<file path="config.mk">
export PLATFORM = sky130hd
export DESIGN_NAME = sps_host_flat
export DESIGN_NICKNAME = d
export VERILOG_FILES = /design/src/design/sps_pkg.sv /design/src/design/sps_if.sv /design/src/design/sps_host.sv /design/src/flat_wrapper.sv
export SDC_FILE = /design/constraint.sdc
export NUM_CORES = 1
export LEC_CHECK = 0
export BUFFER_PORTS_ARGS = -buffer_cell sky130_fd_sc_hd__buf_2
export CAP_MARGIN = 20
export CORE_MARGIN = 1.5
export CORE_UTILIZATION = 44
export DETAILED_ROUTE_END_ITERATION = 6
export HOLD_SLACK_MARGIN = 0.03
export MAX_ROUTING_LAYER = met4
export PLACE_DENSITY = 0.63
export SYNTH_ARGS = -nofsm -noshare
export SYNTH_HDL_FRONTEND = slang
export SYNTH_SLANG_ARGS = --single-unit
</file>
<file path="constraint.sdc">
create_clock -name CLK -period 3.8 [get_ports CLK]
set_input_delay 0.76 -clock CLK [delete_from_list [all_inputs] [get_ports CLK]]
set_output_delay 0.76 -clock CLK [all_outputs]
set_load 0.1 [all_outputs]
</file>
<file path="src/design/sps_pkg.sv">
// Package of constants and types shared by both ends of the phase sequencer
package sps_pkg;
  // ==========================================================================
  // Clock and timing
  // ==========================================================================
  localparam int unsigned CLK_HZ          = 10_000_000;
  localparam int unsigned CLK_NS          = 1_000_000_000 / CLK_HZ;
  localparam int unsigned RESET_MIN_NS    = 10_000;
  localparam int unsigned STEP_PULSE_NS   = 10_000;
  localparam int unsigned STEP_MAX_HZ     = 50_000;
  localparam int unsigned STEP_PERIOD_NS  = 1_000_000_000 / STEP_MAX_HZ;
  localparam int unsigned DIR_SETUP_NS    = 6_250;
  localparam int unsigned MODE_SETUP_NS   = 5_000;
  // Least times round up to whole cycles
  localparam int unsigned RESET_CYC  = (RESET_MIN_NS + CLK_NS - 1) / CLK_NS;
  localparam int unsigned PULSE_CYC  = (STEP_PULSE_NS + CLK_NS - 1) / CLK_NS;
  localparam int unsigned PERIOD_CYC = (STEP_PERIOD_NS + CLK_NS - 1) / CLK_NS;
  localparam int unsigned DIR_CYC    = (DIR_SETUP_NS + CLK_NS - 1) / CLK_NS;
  localparam int unsigned MODE_CYC   = (MODE_SETUP_NS + CLK_NS - 1) / CLK_NS;
  localparam int unsigned SETUP_CYC  = (DIR_CYC > MODE_CYC) ? DIR_CYC
                                                            : MODE_CYC;
  localparam int unsigned CNT_W      = 12;

  // ==========================================================================
  // Excitation pattern
  // ==========================================================================
  localparam int unsigned POS_W      = 3;
  localparam logic [2:0]  POS_RESET  = 3'h0;
  localparam logic [2:0]  POS_ONE    = 3'h1;
  localparam logic [2:0]  POS_TWO    = 3'h2;
  // Phase bit order {phase_b_inv, phase_b, phase_a_inv, phase_a}
  localparam logic [3:0]  PHASE_OFF  = 4'h0;

  // Half-step table, eight positions; even positions are two-phase-on
  function automatic logic [3:0] sps_phase_of(input logic [2:0] pos);
    unique case (pos)
      3'h0: sps_phase_of = 4'h9;
      3'h1: sps_phase_of = 4'h1;
      3'h2: sps_phase_of = 4'h3;
      3'h3: sps_phase_of = 4'h2;
      3'h4: sps_phase_of = 4'h6;
      3'h5: sps_phase_of = 4'h4;
      3'h6: sps_phase_of = 4'hC;
      3'h7: sps_phase_of = 4'h8;
    endcase
  endfunction : sps_phase_of

  // ==========================================================================
  // Host command register map (host's own registers)
  // ==========================================================================
  localparam logic [3:0] REG_CTRL_ADDR   = 4'h0;
  localparam logic [3:0] REG_STEPS_ADDR  = 4'h4;
  localparam logic [3:0] REG_STATUS_ADDR = 4'h8;
  localparam int unsigned CTRL_DIR_BIT   = 0;
  localparam int unsigned CTRL_MODE_BIT  = 1;
  localparam int unsigned CTRL_EN_BIT    = 2;
  localparam int unsigned CTRL_RST_BIT   = 3;
  localparam int unsigned STAT_BUSY_BIT  = 0;
  localparam int unsigned STAT_RDY_BIT   = 1;
  localparam logic [1:0]  RESP_OKAY      = 2'h0;
  localparam logic [1:0]  RESP_SLVERR    = 2'h2;
  localparam logic [31:0] CTRL_RESET_VAL = 32'h0000_0004;

  typedef enum logic [1:0] {SPS_IDLE, SPS_HIGH, SPS_LOW} sps_step_t;
endpackage : sps_pkg

</file>
<file path="src/design/sps_if.sv">
// Pin-level interface between the host controller and the phase sequencer
`timescale 1ns/10ps
`default_nettype none
interface sps_if;
  logic       step_clk;
  logic       rotation_dir_in;
  logic       mode_in;
  logic       reset_n_in;
  logic       enable_in;
  logic       phase_a_out;
  logic       phase_a_inv_out;
  logic       phase_b_out;
  logic       phase_b_inv_out;

  modport host (
    output step_clk, rotation_dir_in, mode_in, reset_n_in, enable_in,
    input  phase_a_out, phase_a_inv_out, phase_b_out, phase_b_inv_out
  );
  modport dev (
    input  step_clk, rotation_dir_in, mode_in, reset_n_in, enable_in,
    output phase_a_out, phase_a_inv_out, phase_b_out, phase_b_inv_out
  );
endinterface : sps_if
`default_nettype wire

</file>
<file path="src/design/sps_host.sv">
// Host controller end: AXI4-Lite command registers driving the step pins
//
// The placing of the registers and the AXI4-Lite register port were decided locally.
`timescale 1ns/10ps
`default_nettype none
module sps_host
  import sps_pkg::*;
(
  input  wire logic        CLK,
  input  wire logic        RST_N,
  input  wire logic        CE,
  sps_if.host              LINK,
  input  wire logic [3:0]  S_AXI_AWADDR,
  input  wire logic        S_AXI_AWVALID,
  output logic             S_AXI_AWREADY,
  input  wire logic [31:0] S_AXI_WDATA,
  input  wire logic [3:0]  S_AXI_WSTRB,
  input  wire logic        S_AXI_WVALID,
  output logic             S_AXI_WREADY,
  output logic [1:0]       S_AXI_BRESP,
  output logic             S_AXI_BVALID,
  input  wire logic        S_AXI_BREADY,
  input  wire logic [3:0]  S_AXI_ARADDR,
  input  wire logic        S_AXI_ARVALID,
  output logic             S_AXI_ARREADY,
  output logic [31:0]      S_AXI_RDATA,
  output logic [1:0]       S_AXI_RRESP,
  output logic             S_AXI_RVALID,
  input  wire logic        S_AXI_RREADY
);
  // ==========================================================================
  // AXI4-Lite write side
  // ==========================================================================
  logic [31:0] ctrl_reg;
  logic [15:0] steps_reg;
  logic [3:0]  aw_reg;
  logic        aw_have_reg, w_have_reg;
  logic [31:0] wd_reg;
  logic        wstrb0_reg, ctrl_wr;
  logic        bvalid_reg;
  logic [1:0]  bresp_reg;
  logic        do_write, load_steps, busy;
  logic        rst_hold_reg;
  logic [CNT_W-1:0] rcnt_reg;

  assign S_AXI_AWREADY = ~aw_have_reg & ~bvalid_reg;
  assign S_AXI_WREADY  = ~w_have_reg & ~bvalid_reg;
  assign do_write      = aw_have_reg & w_have_reg & ~bvalid_reg;
  assign load_steps    = do_write && aw_reg == REG_STEPS_ADDR && !busy;
  // Strobe is kept with the data, since W may be taken before AW
  assign ctrl_wr       = do_write && aw_reg == REG_CTRL_ADDR && wstrb0_reg;

  always_ff @(posedge CLK) begin
    if (!RST_N) begin
      aw_have_reg <= 1'b0;
      w_have_reg  <= 1'b0;
      aw_reg      <= 4'h0;
      wd_reg      <= 32'h0000_0000;
      wstrb0_reg  <= 1'b0;
    end else if (CE) begin
      if (S_AXI_AWVALID && S_AXI_AWREADY) begin
        aw_have_reg <= 1'b1;
        aw_reg      <= S_AXI_AWADDR;
      end else if (do_write) begin
        aw_have_reg <= 1'b0;
      end
      if (S_AXI_WVALID && S_AXI_WREADY) begin
        w_have_reg <= 1'b1;
        wd_reg     <= S_AXI_WDATA;
        wstrb0_reg <= S_AXI_WSTRB[0];
      end else if (do_write) begin
        w_have_reg <= 1'b0;
      end
    end
  end

  always_ff @(posedge CLK) begin
    if (!RST_N) begin
      bvalid_reg <= 1'b0;
      bresp_reg  <= RESP_OKAY;
    end else if (CE) begin
      if (do_write) begin
        bvalid_reg <= 1'b1;
        bresp_reg  <= (aw_reg == REG_CTRL_ADDR || aw_reg == REG_STEPS_ADDR)
                      ? RESP_OKAY : RESP_SLVERR;
      end else if (S_AXI_BREADY) begin
        bvalid_reg <= 1'b0;
      end
    end
  end
  assign S_AXI_BVALID = bvalid_reg;
  assign S_AXI_BRESP  = bresp_reg;

  // Byte strobes honoured on the control word; low lane carries the bits
  always_ff @(posedge CLK) begin
    if (!RST_N) begin
      ctrl_reg <= CTRL_RESET_VAL;
    end else if (CE && ctrl_wr) begin
      ctrl_reg <= {28'h0000000, wd_reg[3:0]};
    end
  end

  // ==========================================================================
  // Reset pulse generator
  // ==========================================================================
  // Setting the reset bit launches a low pulse of at least the minimum
  // width; the pin is also low out of system reset so power-up is covered.
  always_ff @(posedge CLK) begin
    if (!RST_N) begin
      rcnt_reg     <= CNT_W'(RESET_CYC);
      rst_hold_reg <= 1'b1;
    end else if (CE) begin
      if (ctrl_wr && wd_reg[CTRL_RST_BIT]) begin
        rcnt_reg     <= CNT_W'(RESET_CYC);
        rst_hold_reg <= 1'b1;
      end else if (rcnt_reg != '0) begin
        rcnt_reg <= rcnt_reg - 1'b1;
      end else begin
        rst_hold_reg <= 1'b0;
      end
    end
  end

  // ==========================================================================
  // Step generator
  // ==========================================================================
  // Direction and mode are latched only while idle, so they never move
  // near an edge: setup before the rise, hold through the low phase.
  sps_step_t        st_reg;
  logic [CNT_W-1:0] cnt_reg;
  logic [15:0]      left_reg;
  logic             step_reg, dir_reg, mode_reg;

  assign busy = (st_reg != SPS_IDLE) || (left_reg != 16'h0000);

  always_ff @(posedge CLK) begin
    if (!RST_N) begin
      st_reg   <= SPS_IDLE;
      cnt_reg  <= '0;
      left_reg <= 16'h0000;
      step_reg <= 1'b0;
      dir_reg  <= 1'b0;
      mode_reg <= 1'b0;
    end else if (CE) begin
      if (load_steps) begin
        left_reg <= wd_reg[15:0];
      end
      unique case (st_reg)
        SPS_IDLE: begin
          if (cnt_reg != '0) begin
            cnt_reg <= cnt_reg - 1'b1;
          end else if (left_reg != 16'h0000 && !rst_hold_reg) begin
            dir_reg  <= ctrl_reg[CTRL_DIR_BIT];
            mode_reg <= ctrl_reg[CTRL_MODE_BIT];
            cnt_reg  <= CNT_W'(SETUP_CYC);
            st_reg   <= SPS_HIGH;
          end
        end
        SPS_HIGH: begin
          if (cnt_reg != '0) begin
            cnt_reg <= cnt_reg - 1'b1;
          end else begin
            step_reg <= ~step_reg;
            if (step_reg) begin
              cnt_reg <= CNT_W'(PERIOD_CYC - PULSE_CYC);
              st_reg  <= SPS_LOW;
              left_reg <= left_reg - 16'h0001;
            end else begin
              cnt_reg <= CNT_W'(PULSE_CYC);
            end
          end
        end
        SPS_LOW: begin
          if (cnt_reg != '0) begin
            cnt_reg <= cnt_reg - 1'b1;
          end else begin
            st_reg <= SPS_IDLE;
          end
        end
        default: begin
          st_reg <= SPS_IDLE;
        end
      endcase
    end
  end

  // ==========================================================================
  // Read side and pins
  // ==========================================================================
  logic        rvalid_reg;
  logic [31:0] rdata_reg;
  logic [1:0]  rresp_reg;

  assign S_AXI_ARREADY = ~rvalid_reg;
  always_ff @(posedge CLK) begin
    if (!RST_N) begin
      rvalid_reg <= 1'b0;
      rdata_reg  <= 32'h0000_0000;
      rresp_reg  <= RESP_OKAY;
    end else if (CE) begin
      if (S_AXI_ARVALID && !rvalid_reg) begin
        rvalid_reg <= 1'b1;
        rresp_reg  <= RESP_OKAY;
        unique case (S_AXI_ARADDR)
          REG_CTRL_ADDR:   rdata_reg <= ctrl_reg;
          REG_STEPS_ADDR:  rdata_reg <= {16'h0000, left_reg};
          REG_STATUS_ADDR: rdata_reg <= {30'h0, ~rst_hold_reg, busy};
          default: begin
            rdata_reg <= 32'h0000_0000;
            rresp_reg <= RESP_SLVERR;
          end
        endcase
      end else if (S_AXI_RREADY) begin
        rvalid_reg <= 1'b0;
      end
    end
  end
  assign S_AXI_RVALID = rvalid_reg;
  assign S_AXI_RDATA  = rdata_reg;
  assign S_AXI_RRESP  = rresp_reg;

  assign LINK.step_clk        = step_reg;
  assign LINK.rotation_dir_in = dir_reg;
  assign LINK.mode_in         = mode_reg;
  assign LINK.reset_n_in      = ~rst_hold_reg;
  assign LINK.enable_in       = ctrl_reg[CTRL_EN_BIT];
endmodule : sps_host
`default_nettype wire

</file>
<file path="src/flat_wrapper.sv">
// flat-port wrapper written by rule: the top's interface ports become plain ports
module sps_host_flat import sps_pkg::*;
  (CLK, RST_N, CE, S_AXI_AWADDR, S_AXI_AWVALID, S_AXI_AWREADY, S_AXI_WDATA, S_AXI_WSTRB, S_AXI_WVALID, S_AXI_WREADY, S_AXI_BRESP, S_AXI_BVALID, S_AXI_BREADY, S_AXI_ARADDR, S_AXI_ARVALID, S_AXI_ARREADY, S_AXI_RDATA, S_AXI_RRESP, S_AXI_RVALID, S_AXI_RREADY, LINK_step_clk, LINK_rotation_dir_in, LINK_mode_in, LINK_reset_n_in, LINK_enable_in, LINK_phase_a_out, LINK_phase_a_inv_out, LINK_phase_b_out, LINK_phase_b_inv_out);
  sps_if LINK_i ();
  input  wire logic CLK;
  input  wire logic RST_N;
  input  wire logic CE;
  input  wire logic [3:0] S_AXI_AWADDR;
  input  wire logic S_AXI_AWVALID;
  output logic S_AXI_AWREADY;
  input  wire logic [31:0] S_AXI_WDATA;
  input  wire logic [3:0] S_AXI_WSTRB;
  input  wire logic S_AXI_WVALID;
  output logic S_AXI_WREADY;
  output logic [1:0] S_AXI_BRESP;
  output logic S_AXI_BVALID;
  input  wire logic S_AXI_BREADY;
  input  wire logic [3:0] S_AXI_ARADDR;
  input  wire logic S_AXI_ARVALID;
  output logic S_AXI_ARREADY;
  output logic [31:0] S_AXI_RDATA;
  output logic [1:0] S_AXI_RRESP;
  output logic S_AXI_RVALID;
  input  wire logic S_AXI_RREADY;
  output wire logic [$bits(LINK_i.step_clk)-1:0] LINK_step_clk;
  output wire logic [$bits(LINK_i.rotation_dir_in)-1:0] LINK_rotation_dir_in;
  output wire logic [$bits(LINK_i.mode_in)-1:0] LINK_mode_in;
  output wire logic [$bits(LINK_i.reset_n_in)-1:0] LINK_reset_n_in;
  output wire logic [$bits(LINK_i.enable_in)-1:0] LINK_enable_in;
  input wire logic [$bits(LINK_i.phase_a_out)-1:0] LINK_phase_a_out;
  input wire logic [$bits(LINK_i.phase_a_inv_out)-1:0] LINK_phase_a_inv_out;
  input wire logic [$bits(LINK_i.phase_b_out)-1:0] LINK_phase_b_out;
  input wire logic [$bits(LINK_i.phase_b_inv_out)-1:0] LINK_phase_b_inv_out;
  assign LINK_step_clk = LINK_i.step_clk;
  assign LINK_rotation_dir_in = LINK_i.rotation_dir_in;
  assign LINK_mode_in = LINK_i.mode_in;
  assign LINK_reset_n_in = LINK_i.reset_n_in;
  assign LINK_enable_in = LINK_i.enable_in;
  assign LINK_i.phase_a_out = LINK_phase_a_out;
  assign LINK_i.phase_a_inv_out = LINK_phase_a_inv_out;
  assign LINK_i.phase_b_out = LINK_phase_b_out;
  assign LINK_i.phase_b_inv_out = LINK_phase_b_inv_out;
  sps_host u_core (.CLK(CLK), .RST_N(RST_N), .CE(CE), .LINK(LINK_i), .S_AXI_AWADDR(S_AXI_AWADDR), .S_AXI_AWVALID(S_AXI_AWVALID), .S_AXI_AWREADY(S_AXI_AWREADY), .S_AXI_WDATA(S_AXI_WDATA), .S_AXI_WSTRB(S_AXI_WSTRB), .S_AXI_WVALID(S_AXI_WVALID), .S_AXI_WREADY(S_AXI_WREADY), .S_AXI_BRESP(S_AXI_BRESP), .S_AXI_BVALID(S_AXI_BVALID), .S_AXI_BREADY(S_AXI_BREADY), .S_AXI_ARADDR(S_AXI_ARADDR), .S_AXI_ARVALID(S_AXI_ARVALID), .S_AXI_ARREADY(S_AXI_ARREADY), .S_AXI_RDATA(S_AXI_RDATA), .S_AXI_RRESP(S_AXI_RRESP), .S_AXI_RVALID(S_AXI_RVALID), .S_AXI_RREADY(S_AXI_RREADY));
endmodule
</file>
* Word-level counts from Yosys, hierarchy flattened
Index checks and enable logic that the tools add are counted.
W data, S select, Z words.
** Storage, ports and cells
- Input port bits :: 56
- Register bits :: 111
- Logic and storage cells :: 118
** Operators by class
- Reductions and logical operators :: 43
- Muxes and demuxes :: 29
- Bitwise gates (word level) :: 11
- Add/sub/neg operators :: 3
- Equal/unequal tests :: 13
** Operators with widths (count)
- $mux W12 :: 6
- $mux W16 :: 4
- $pmux W16 S3 :: 1
- $pmux W12 S3 :: 1
- $reduce_bool A12 Y1 :: 2
- $sub A12 B1 Y12 const B :: 2
- $reduce_and A2 Y1 :: 10
- $reduce_bool A16 Y1 :: 1
- $sub A16 B1 Y16 const B :: 1
- $mux W2 :: 7
- $reduce_bool A2 Y1 :: 6
- $logic_and A1 B1 Y1 :: 10
- $mux W1 :: 9
- $eq A4 B3 Y1 const B :: 2
- $logic_not A4 Y1 :: 2
- $ne A2 B1 Y1 const B :: 4
- $reduce_and A4 Y1 :: 2
- $not A1 Y1 :: 7
- $ne A2 B2 Y1 const B :: 3
- $pmux W2 S3 :: 1
- $reduce_and A6 Y1 :: 1
- $and A1 B1 Y1 :: 4
- $eq A4 B4 Y1 const B :: 1
- $logic_not A1 Y1 :: 3
- other kinds (8) :: 9

* Logic depth before layout (Yosys ltp)
Gate-level depths: netlist (run 1).
- Depth in word-level cells :: 8
- Gate-level depth with buffers :: 10

* Least setup slack after synthesis (run 1)
Ideal clock, no wire load.
- Path type :: register -> output
- Start :: register u_core.bvalid_reg (netlist: u_core.S_AXI_BVALID)
- End :: output port S_AXI_AWREADY
- Path slack :: 0.943 ns
- Arrival :: 2.097 ns
- Stages on the path, launching flop included :: 2
- Data required time :: 3.040 ns
- Path through :: dfxtp_1 > nor2_1
** Between the ends
- Longest elaborated chain between the ends :: 2
** RTL lines
- start: declaration :: RTL line sps_host.sv:40 : logic bvalid_reg;
- start signal: assignment :: RTL line sps_host.sv:79 : bvalid_reg <= 1'b0;
- start signal: assignment :: RTL line sps_host.sv:83 : bvalid_reg <= 1'b1;
- start signal: assignment :: RTL line sps_host.sv:87 : bvalid_reg <= 1'b0;
- $not A1 Y1 :: RTL line sps_host.sv:46 : assign S_AXI_AWREADY = ~aw_have_reg & ~bvalid_reg;
- $and A1 B1 Y1 :: RTL line sps_host.sv:46
- end: declaration :: RTL line flat_wrapper.sv:10 : output logic S_AXI_AWREADY;
No other way between the ends.

* Worst setup path after layout (run 1)
- Start :: register u_core.left_reg[0]
- End :: register u_core.cnt_reg[4]
** Between the ends
- Longest elaborated chain between the ends :: 4
** RTL lines
- start: declaration :: RTL line sps_host.sv:131 : logic [15:0] left_reg;
- start signal: assignment :: RTL line sps_host.sv:146 : left_reg <= wd_reg[15:0];
- start signal: assignment :: RTL line sps_host.sv:167 : left_reg <= left_reg - 16'h0001;
- $reduce_bool A16 Y1 :: RTL line sps_host.sv:152 : end else if (left_reg != 16'h0000 && !rst_hold_reg) begin
- $logic_and A1 B1 Y1 :: RTL line sps_host.sv:152
- $ne A3 B1 Y1 (no source line)
- $reduce_and A4 Y1 (no source line)
- end signal: assignment :: RTL line sps_host.sv:151 : cnt_reg <= cnt_reg - 1'b1;
- end signal: assignment :: RTL line sps_host.sv:155 : cnt_reg <= CNT_W'(SETUP_CYC);
- end signal: assignment :: RTL line sps_host.sv:161 : cnt_reg <= cnt_reg - 1'b1;
- end: declaration :: RTL line sps_host.sv:130 : logic [CNT_W-1:0] cnt_reg;
No other way between the ends.
A chain may end at the register's enable or synchronous reset.

==> metrics.md, run 1 <==
| Metric | Value |
|---|---|
| Outcome | finished clean |
| Worst R2R Setup Slack | 1.13 ns |
| Largest net degree at the start of global routing | 64 |
| Fill count | 1,092 |
| Crit end category | flop |
| Crit share post-route | 70.3% |
| DRC Markers | 0 |
| Number of CTS-inserted buffers | 9 |
| Share of flip-flops with an asynchronous set or reset | 0% |
| Tot GR Track Use | 22.3% |
| CTS tree | done |
| Total clock sinks | 93 |
| CP max FO | 12 |
| Met1 usage | 30.2% |
| Clock power frac | 24.5% |
| Clock Skew | 0.0100 ns |
| Number of port buffers | 60 |
| Worst Setup EP | u_core.cnt_reg[4] |
| LEAKAGE | 2.14 nW |
| Cell chain of the critical path | inv_1 > ha_1 > nor4b_1 > and4_1 > o211a_1 > or2_1 > o221a_2 |
| Core area | 10,900 um2 |
| Hold Path Class | flop to flop |
| Syn_area_per_cell | 8.37 um2 |
| Min Tclk post-route | 2.67 ns |
| Combinational fraction of design power | 34.7% |
| CTS root buf | clkbuf_8 |
| Critical path launch point | u_core.left_reg[0] |
| FF-to-FF Start | u_core.left_reg[0] |
| Max_cap viols | 0 |
| Seq/Total Area, Yosys | 37.6% |
| Top FF cell, synth | dfxtp_1 |
| WP data arrival | 3.00 ns |
| Slew @ Worst Pin | 0.787 ns |
| Post-synth EDFFs | 0 |
| Max VDD drop | 0.309 mV |
| Setup TNS | 0 ns |
| Longest Clk Path Bufs | 2 |
| WP data required | 4.13 ns |
| Dpl hpwl | 8520 um |
| Final hold violations | 0 |
| Startpoint types | flop |
| IO Pins | 102 |
| Power Total | 2.79 mW |
| FF+latch count, synth | 93 |
| Internal cell power | 1.69 mW |
| Core Util, Final | 49.5% |
| Die Y | 109 um |
| Final Wtd Congestion | 0.863 |
| PD cells | 518 nW/um2 |
| Drt wl/cell | 15.7 um |
| Netlist cell types | 79 |
| Ys Warns | 0 |
| FMAX | 375 MHz |
| Drt initial violations | 241 |
| Worst slew margin | 47.5% |
| GR Util met3 | 2.99% |
| Endpoint of the worst register-to-register path | u_core.cnt_reg[4] |
| CTS clk-pin slew, worst paths | 0.09 ns |
| # diodes | 0 |
| Placed cell area | 5170 um2 |
| Final WL | 12,200 um |
| First-pass GRT wire length | 20,200 um |
| Clk Latency, worst-skew pair | 0.38 ns |
| H-Tree Depth | 3 |
| Die Area | 11,900 um2 |
| Layout cells sized above 1 | 16.2% |
| Final Max Tran Viols | 0 |
| Vias/cell | 5.68 |
| Antenna violations before repair | 0 |
| Antenna Nets Post-Route | 0 |
| Total congestion overflow | 0 |
| Synth-to-Final Area Change | 8.98% |
| Setup CP Type | flop to flop |
| Nets | 696 |
| Vias in the first global route | 4,101 |
| Setup bufs post-CTS | 0 |
| DRT Pass-1 Iters | 5 |
| NetSw | 1.10 mW |
| Worst R2R Path Depth | 7 |
| Starting density of the core | 45.4% |
| Synthesized netlist cell count | 591 |
| Core Rows | 38 |
| GR Util met2 | 32.7% |
| Setup Viol. Count Final | 0 |
| Die width | 109 um |
| # resized after CTS | 0 |
| Hold-fix buffers at CTS | 0 |
| Switching share of power | 39.5% |
| Critical Path Slowest Stage Cell | and4_1 |
| Synthesized area | 4950 um2 |
| Slowest stage delay, CP | 0.52 ns |
| Final Cell Area | 5390 um2 |
| DR vias | 4,399 |
| Reg power frac | 40.8% |
| Unrepaired setup endpoints after global routing | no |
| GRT Max-Usage Layer | met2 |
-- area by class of cell --
class,count,area [um2],share of cell area (%)
sequential,93,1860,34.5
clock inverter,6,70.1,1.30
inverter,22,82.6,1.53
tap,140,175,3.25
clock buffer,10,128,2.37
multi-input combinational,440,2740,50.8
timing repair buffer,63,335,6.22
-- layer usage --
metal	vias up	part of all wire [%]
met5	-	0
met3	26	5.0
met1	2068	48
met2	131	44
met4	0	2.6
li1	2174	-
-- cells in the mapped netlist (all sizes together) (2+ instances only) --
cell type   n  area (um2)
ha         11         138
a22oi      17         128
xnor2       4        35.0
nand4      10        68.8
and2        3        18.8
clkbuf     23         101
nand3b      4        30.0
a21oi      48         244
a211oi      6        45.0
nor3       16        85.1
nand3      14        70.1
dfxtp      93        1860
or4         4        30.0
inv        22        82.6
a21boi      3        22.5
nand4b      3        26.3
a41o        2        20.0
and4        6        55.1
o32ai       2        17.5
nor4b       3        26.3
o21a        2        15.0
o31ai       8        65.1
and3        2        12.5
nor3b       4        30.0
nand2      70         263
nand2b      7        43.8
or3         5        36.3
o41ai       4        42.6
mux2i      12         120
a2111oi     2        36.3
and4b       3        30.0
o21ai      16        80.1
mux2        2        22.5
nor2       55         206
and3b       3        26.3
a31oi       5        31.3
nor2b       3        18.8
o221a       2        22.5
o311ai      3        26.3
buf        30         226
o211ai     13        97.6
nor4       10        96.4
xor2        7        61.3
a21o        7        52.6
or2         7        43.8
-- power by group through the flow --
stage                     Sequential (mW)  Clock [mW]  Combinational (mW)
after detailed placement             1.16           0               0.956
after floorplan                      1.15           0               0.804
after global routing                 1.15       0.741                1.05
after global placement               1.15           0               0.933
after CTS                            1.14       0.706               0.958
final                                1.14       0.684               0.971
-- cell families (layout without fill, tap and decap cells) --
| family | count (synthesis) | in the layout | share of synthesized area (%) |
|---|---|---|---|
| XOR/XNOR | 11 | 11 | 1.95 |
| buffers and inverters | 75 | 101 | 8.30 |
| AO/OA/AOI/OAI | 152 | 152 | 21.4 |
| flip-flops | 93 | 93 | 37.6 |
| multiplexers | 14 | 14 | 2.88 |
| AND/OR/NAND/NOR | 234 | 234 | 24.9 |
| adder cells (fa/ha/maj) | 11 | 11 | 2.78 |
| other | 1 | 18 | 0.0758 |
-- worst max-delay path: cells and delay by family, from the launching register on --
family / cells / cell delay (ns)
compound gates: 2 / 0.73
fa+ha+maj: 1 / 0.15
buf+inv: 1 / 0.12
flops: 1 / 0.37
simple gates: 3 / 1.24
-- worst min-delay path by stage --
stage | start | endpoint | slack, ns | cells past startpoint
5_1_grt | u_core.wd_reg[12] | u_core.wd_reg[12] | 0.49 | 2
2_1_floorplan | u_core.wd_reg[11] | u_core.left_reg[11] | 0.43 | 2
4_1_cts | u_core.wd_reg[10] | u_core.wd_reg[10] | 0.46 | 2
6_report | u_core.wd_reg[10] | u_core.wd_reg[10] | 0.46 | 2
3_5_place_dp | u_core.wd_reg[11] | u_core.left_reg[11] | 0.45 | 2
3_3_place_gp | u_core.wd_reg[10] | u_core.wd_reg[10] | 0.45 | 2
-- layout by cell type (no fill, tap or decap), types with 4 or more instances in the layout --
cell	netlist	final
a211oi_1	6	6
a21o_1	7	7
a21oi_1	47	47
a22oi_1	17	17
a31oi_1	5	5
and4_1	5	5
buf_2	4	60
clkbuf_8	1	9
conb_1	1	18
dfxtp_1	93	93
ha_1	11	11
inv_1	21	21
mux2i_1	12	12
nand2_1	70	70
nand2b_1	7	7
nand3_1	14	14
nand3b_1	4	4
nand4_1	9	9
nor2_1	55	55
nor3_1	15	15
nor3b_1	4	4
nor4_1	6	6
o211ai_1	13	13
o21ai_0	15	15
o31ai_1	7	7
or2_2	5	5
or3_1	4	4
or4_1	4	4
xnor2_1	4	4
xor2_1	7	7
-- per-stage QoR --
| stage | cells | setup slack, ns | hold slack (ns) |
|---|---|---|---|
| global route | 774 | 0.919 | 0.494 |
| detailed placement | 757 | 1.12 | 0.449 |
| CTS | 773 | 1.18 | 0.465 |
| floorplan | 608 | 0.943 | 0.432 |
| global placement | 757 | 1.15 | 0.446 |
| finish | 774 | 1.13 | 0.462 |
Note: power is estimated with default switching activity, not from simulation.
==> run 2, diff against run 1 <==
--- a/config.mk
+++ b/config.mk
@@ -12,7 +12,7 @@
 export DETAILED_ROUTE_END_ITERATION = 6
 export HOLD_SLACK_MARGIN = 0.03
 export MAX_ROUTING_LAYER = met4
-export PLACE_DENSITY = 0.63
+export PLACE_DENSITY = 0.66
 export SYNTH_ARGS = -nofsm -noshare
 export SYNTH_HDL_FRONTEND = slang
 export SYNTH_SLANG_ARGS = --single-unit
==> constraint.sdc (replaced) <==
create_clock -name CLK -period 2.3 [get_ports CLK]
set_input_delay 0.46 -clock CLK [delete_from_list [all_inputs] [get_ports CLK]]
set_output_delay 0.46 -clock CLK [all_outputs]
set_load 0.1 [all_outputs]
==> run 2 against run 1 <==
Against the previous run:
- sequential share of layout area decreased by 1.6 points
- via count increased by 1.7%
- final cell count increased by 4.1%
- combinational power increased by 77%
- largest cell class unchanged
- highest routed layer unchanged
==> metrics.md, run 2 (synthesized netlist as in run 1, its figures left out) <==
| Metric | Value |
|---|---|
| Antenna violations before repair | 0 (unchanged) |
| Setup CP Type | flop to flop (unchanged) |
| Unrepaired setup endpoints after global routing | no (unchanged) |
| Nets | 728 (was 696) |
| Number of port buffers | 60 (unchanged) |
| # diodes | 0 (unchanged) |
| Drt initial violations | 282 (was 241) |
| Vias/cell | 5.55 (was 5.68) |
| Fill count | 1,079 (was 1,092) |
| Switching share of power | 37.8% (was 39.5%) |
| Hold_sp | S_AXI_WDATA[5] (was u_core.wd_reg[10]) |
| Vias in the first global route | 4,196 (was 4,101) |
| Hold-fix buffers at CTS | 0 (unchanged) |
| Setup Viol. Count Final | 0 (unchanged) |
| Final Max Tran Viols | 0 (unchanged) |
| CTS clk-pin slew, worst paths | 0.09 ns (about the same) |
| Largest net degree at the start of global routing | 33 (was 64) |
| DRT Pass-1 Iters | 5 (unchanged) |
| DR vias | 4,475 (was 4,399) |
| Pre-CTS setup slack | 0.112 ns (was 1.12 ns) |
| Synth-to-Final Area Change | 14.5% (was 8.98%) |
| Drt wl/cell | 15.4 um (was 15.7 um) |
| WP data required | 2.61 ns (was 4.13 ns) |
| Dpl hpwl | 9150 um (was 8520 um) |
| H-Tree Depth | 3 (unchanged) |
| Max_cap viols | 0 (unchanged) |
| Max VDD drop | 0.669 mV (was 0.309 mV) |
| DRC Markers | 0 (unchanged) |
| Slew @ Worst Pin | 0.620 ns (was 0.787 ns) |
| Antenna Nets Post-Route | 0 (unchanged) |
| PD cells | 848 nW/um2 (was 518 nW/um2) |
| Final hold slack | 0.318 ns (was 0.462 ns) |
| Final worst slack | 0.118 ns (was 1.13 ns) |
| Post-Layout Cell Count | 806 (was 774) |
| Total clock sinks | 93 (unchanged) |
| CTS root buf | clkbuf_8 (unchanged) |
| Clock power frac | 25.0% (was 24.5%) |
| Startpoint types | flop (unchanged) |
| Die width | 109 um (unchanged) |
| IO Pins | 102 (unchanged) |
| Die Area | 11,900 um2 (unchanged) |
| Layout cells sized above 1 | 21.0% (was 16.2%) |
| First-pass GRT wire length | 20,400 um (was 20,200 um) |
| Crit share post-route | 94.9% (was 70.3%) |
| Most common cell after layout, fill and taps aside | dfxtp_1 (unchanged) |
| CTS tree | done (unchanged) |
| Critical path launch point | u_core.cnt_reg[0] (was u_core.left_reg[0]) |
| Placed cell area | 5420 um2 (was 5170 um2) |
| Starting density of the core | 45.4% (unchanged) |
| Placed insts | 788 (was 757) |
| Met2 wire len | 5600 um (was 5400 um) |
| WP data arrival | 2.49 ns (was 3.00 ns) |
| Worst slew margin | 58.6% (was 47.5%) |
| Clk Latency, worst-skew pair | 0.38 ns (about the same) |
| Met3 wire length | 587 um (was 609 um) |
| Post-Route M1 WL | 6110 um (was 5830 um) |
| NetSw | 1.82 mW (was 1.10 mW) |
| Clock Skew | 0.0103 ns (was 0.0100 ns) |
| Number of CTS-inserted buffers | 9 (unchanged) |
| Core Rows | 38 (unchanged) |
| Internal cell power | 2.99 mW (was 1.69 mW) |
| Reg power frac | 39.1% (was 40.8%) |
| Final WL | 12,400 um (was 12,200 um) |
| Total congestion overflow | 0 (unchanged) |
| Final hold violations | 0 (unchanged) |
| Combinational fraction of design power | 35.9% (was 34.7%) |
| Outcome | finished clean (unchanged) |
| Final Wtd Congestion | 0.864 (was 0.863) |
| Longest Clk Path Bufs | 2 (unchanged) |
| Crit end category | flop (unchanged) |
| Core area | 10,900 um2 (unchanged) |
| FF-to-FF Start | u_core.cnt_reg[0] (was u_core.left_reg[0]) |
| FMAX | 458 MHz (was 375 MHz) |
| Final Cell Area | 5660 um2 (was 5390 um2) |
| CP max FO | 12 (unchanged) |
| Min Tclk post-route | 2.18 ns (was 2.67 ns) |
| LEAKAGE | 2.31 nW (was 2.14 nW) |
| Die Y | 109 um (unchanged) |
| Hold Path Class | input port to flop (was flop to flop) |
| Most frequent cells in the layout | 92 x dfxtp_1, 70 x nand2_1, 60 x buf_2 (was 93 x dfxtp_1, 70 x nand2_1, 60 x buf_2) |
| Tot GR Track Use | 22.5% (was 22.3%) |
| Top Metal Used | met4 (unchanged) |
==> run 2: repair_timing <==
action,CTS,global route
gates resized for setup,0,4
endpoints found under the setup margin,0,17
setup buffers,0,2
==> run 2: area by class of cell <==
| cell class | instances | area (um2) | share of cell area, % |
|---|---|---|---|
| Multi-Input combinational cell | 440 | 2750 | 48.6 |
| Clock buffer | 9 | 124 | 2.19 |
| Clock inverter | 7 | 90.1 | 1.59 |
| Sequential cell | 93 | 1860 | 32.9 |
| Inverter | 22 | 82.6 | 1.46 |
| Tap cell | 140 | 175 | 3.09 |
| Timing Repair Buffer | 95 | 576 | 10.2 |
==> run 2: power by group through the flow <==
stage	sequential [mW]	clock, mW	combinational, mW
after floorplan	1.90	0	1.33
after global placement	1.90	0	1.68
after detailed placement	1.91	0	1.70
after CTS	1.87	1.22	1.71
after global routing	1.89	1.29	1.87
final	1.88	1.20	1.72
==> run 2: worst paths after layout <==
check,end,slack (ns),cells past startpoint
worst max-delay path,u_core.left_reg[12],0.12,9
worst min-delay path,u_core.wd_reg[5],0.32,3
worst max register to register,u_core.left_reg[12],0.12,9
worst min register to register,u_core.wd_reg[11],0.46,2
==> run 2: through the flow <==
step / total power [mW] / util, % / setup TNS, ns
after floorplan: 3.23 / - / -0.513
after global placement: 3.58 / 49.8 / 0
after detailed placement: 3.61 / 49.8 / 0
after CTS: 4.80 / 51.7 / 0
after global routing: 5.05 / 52.0 / 0
final: 4.80 / 52.0 / 0
==> run 2: worst max-delay path, cell delays in order, from the launching register on <==
cell	delay [ns]
dfxtp_2	0.36
inv_1	0.10
ha_1	0.23
and2b_1	0.20
and4_4	0.26
a2111oi_4	0.38
buf_4	0.21
buf_4	0.12
nand3_1	0.09
a21oi_1	0.16
==> run 2: per-layer routing <==
metal	track usage, %	up-vias
met2	34.2	119
met5	-	-
met1	30.5	2098
met4	6.48	0
li1	-	2247
met3	3.95	11
==> run 3, diff against run 2 <==
--- a/config.mk
+++ b/config.mk
@@ -7,7 +7,7 @@
 export LEC_CHECK = 0
 export BUFFER_PORTS_ARGS = -buffer_cell sky130_fd_sc_hd__buf_2
 export CAP_MARGIN = 20
-export CORE_MARGIN = 1.5
+export CORE_MARGIN = 2
 export CORE_UTILIZATION = 44
 export DETAILED_ROUTE_END_ITERATION = 6
 export HOLD_SLACK_MARGIN = 0.03
==> constraint.sdc (replaced) <==
create_clock -name CLK -period 2.3 [get_ports CLK]
set_input_delay 0.46 -clock CLK [delete_from_list [all_inputs] [get_ports CLK]]
set_output_delay 0.46 -clock CLK [all_outputs]
set_load 0.005 [all_outputs]
==> run 3 against run 2 <==
Against the previous run:
- total power decreased by 4.1%
- global-route usage hardly changed
- via count is 2.7% higher
- combinational power down 8%
- largest cell class unchanged
==> metrics.md, run 3 (synthesized netlist as in run 1, its figures left out) <==
| Metric | Value |
|---|---|
| Outcome | finished clean (unchanged) |
| # resized after CTS | 0 (unchanged) |
| Core Rows | 38 (unchanged) |
| Most common cell after layout, fill and taps aside | dfxtp_1 (unchanged) |
| Final worst slack | 0.110 ns (was 0.118 ns) |
| Power Total | 4.60 mW (was 4.80 mW) |
| Worst R2R Path Depth | 8 (was 9) |
| Hold-fix buffers at CTS | 0 (unchanged) |
| CTS clk-pin slew, worst paths | 0.10 ns (was 0.09 ns) |
| PD cells | 818 nW/um2 (was 848 nW/um2) |
| Largest net degree at the start of global routing | 38 (was 33) |
| Tot GR Track Use | 22.4% (was 22.5%) |
| Antenna violations before repair | 0 (unchanged) |
| Final Cell Area | 5630 um2 (was 5660 um2) |
| WP data required | 2.56 ns (was 2.61 ns) |
| Synth-to-Final Area Change | 13.7% (was 14.5%) |
| WP data arrival | 2.45 ns (was 2.49 ns) |
| DRC Markers | 0 (unchanged) |
| Max VDD drop | 0.380 mV (was 0.669 mV) |
| Max_cap viols | 0 (unchanged) |
| Endpoint of the worst register-to-register path | u_core.cnt_reg[10] (was u_core.left_reg[12]) |
| DR vias | 4,596 (was 4,475) |
| Hold Path Class | input port to flop (unchanged) |
| Longest Clk Path Bufs | 2 (unchanged) |
| Drt initial violations | 237 (was 282) |
| Number of CTS-inserted buffers | 9 (unchanged) |
| Fill count | 1,048 (was 1,079) |
| Startpoint types | flop (unchanged) |
| Hold path depth | 3 (unchanged) |
| Starting density of the core | 45.4% (unchanged) |
| Final hold violations | 0 (unchanged) |
| Crit end category | flop (unchanged) |
| FF-to-FF Start | u_core.left_reg[0] (was u_core.cnt_reg[0]) |
| Worst slew margin | 52.3% (was 58.6%) |
| Dpl hpwl | 9230 um (was 9150 um) |
| Antenna Nets Post-Route | 0 (unchanged) |
| Setup Viol. Count Final | 0 (unchanged) |
| Clk Latency, worst-skew pair | 0.39 ns (was 0.38 ns) |
| Setup TNS | 0 ns (unchanged) |
| Slew @ Worst Pin | 0.714 ns (was 0.620 ns) |
| Final WL | 12,600 um (was 12,400 um) |
| Nets | 725 (was 728) |
| Vias/cell | 5.72 (was 5.55) |
| Total clock sinks | 93 (unchanged) |
| # diodes | 0 (unchanged) |
| Most frequent cells in the layout | 93 x dfxtp_1, 70 x nand2_1, 60 x buf_2 (was 92 x dfxtp_1, 70 x nand2_1, 60 x buf_2) |
| DRT Pass-1 Iters | 5 (unchanged) |
| Die width | 110 um (was 109 um) |
| CP max FO | 8 (was 12) |
| IO Pins | 102 (unchanged) |
| Min Tclk post-route | 2.19 ns (was 2.18 ns) |
| Final Max Tran Viols | 0 (unchanged) |
| Crit share post-route | 95.2% (was 94.9%) |
| Core area | 10,900 um2 (unchanged) |
| Final Wtd Congestion | 0.901 (was 0.864) |
| Number of port buffers | 60 (unchanged) |
| Setup CP Type | flop to flop (unchanged) |
| CTS root buf | clkbuf_8 (unchanged) |
| Die Area | 12,100 um2 (was 11,900 um2) |
| Setup bufs post-CTS | 0 (unchanged) |
| Reg area | 1860 um2 (about the same) |
| CTS tree | done (unchanged) |
| Pre-CTS setup slack | 0.0781 ns (was 0.112 ns) |
| Worst R2R Setup Slack | 0.11 ns (was 0.12 ns) |
| Placed cell area | 5410 um2 (was 5420 um2) |
| FMAX | 457 MHz (was 458 MHz) |
| First-pass GRT wire length | 20,700 um (was 20,400 um) |
| Die Y | 110 um (was 109 um) |
| Area of the multi-input gates | 2760 um2 (was 2750 um2) |
| Vias in the first global route | 4,266 (was 4,196) |
| H-Tree Depth | 3 (unchanged) |
| Hold endpoint | u_core.wd_reg[9] (was u_core.wd_reg[5]) |
| LEAKAGE | 2.30 nW (was 2.31 nW) |
| Drt wl/cell | 15.7 um (was 15.4 um) |
| Layout cells sized above 1 | 20.5% (was 21.0%) |
| Total congestion overflow | 0 (unchanged) |
| Core Util, Final | 51.7% (was 52.0%) |
| Hold_sp | S_AXI_WDATA[9] (was S_AXI_WDATA[5]) |
| Clock Skew | 0.0129 ns (was 0.0103 ns) |
run 3: cell type report:
cell class | instances | share of cell area, %
inverter | 22 | 1.47
clock inverter | 7 | 1.31
sequential | 93 | 33.1
timing repair buffer | 92 | 9.83
tap | 140 | 3.11
clock buffer | 9 | 2.20
multi-input combinational | 440 | 49.0
run 3: critical path: stages, from the launching register on:
cell and delay [ns]:
dfxtp_1 0.34, inv_1 0.07, ha_1 0.20, nor4b_2 0.17, and4_1 0.27, o211a_1 0.35, buf_4 0.19, o31ai_2 0.39
a21oi_1 0.08
run 3: per-stage QoR:
step / hold WS (ns) / std cells
5_1_grt: 0.309 / 803
4_1_cts: 0.299 / 803
3_5_place_dp: 0.454 / 787
6_report: 0.296 / 803
2_1_floorplan: 0.432 / 608
3_3_place_gp: 0.452 / 787
run 3: worst max path at each step:
stage	from	endpoint	slack [ns]	depth (start not counted)
after floorplan	u_core.left_reg[0]	u_core.cnt_reg[4]	0.24	9
after global placement	u_core.left_reg[0]	u_core.cnt_reg[4]	0.08	7
after detailed placement	u_core.left_reg[0]	u_core.cnt_reg[4]	0.08	7
after CTS	u_core.left_reg[0]	u_core.cnt_reg[4]	0.03	7
after global routing	u_core.left_reg[0]	u_core.cnt_reg[10]	-0.02	8
final	u_core.left_reg[0]	u_core.cnt_reg[10]	0.11	8
run 3: power breakdown:
group          leakage, nW  total [mW]  internal [mW]  switching, mW
clock               0.0996        1.14          0.506          0.635
sequential           0.755        1.87           1.74          0.136
combinational         1.44        1.59          0.658          0.930
run 3: layer usage:
layer	routed length, um	vias to the layer above	GRT usage [%]
met3	647	16	3.76
met1	5910	2207	29.0
met2	5890	137	35.8
met4	171	0	7.32
li1	-	2236	-
met5	0	-	-
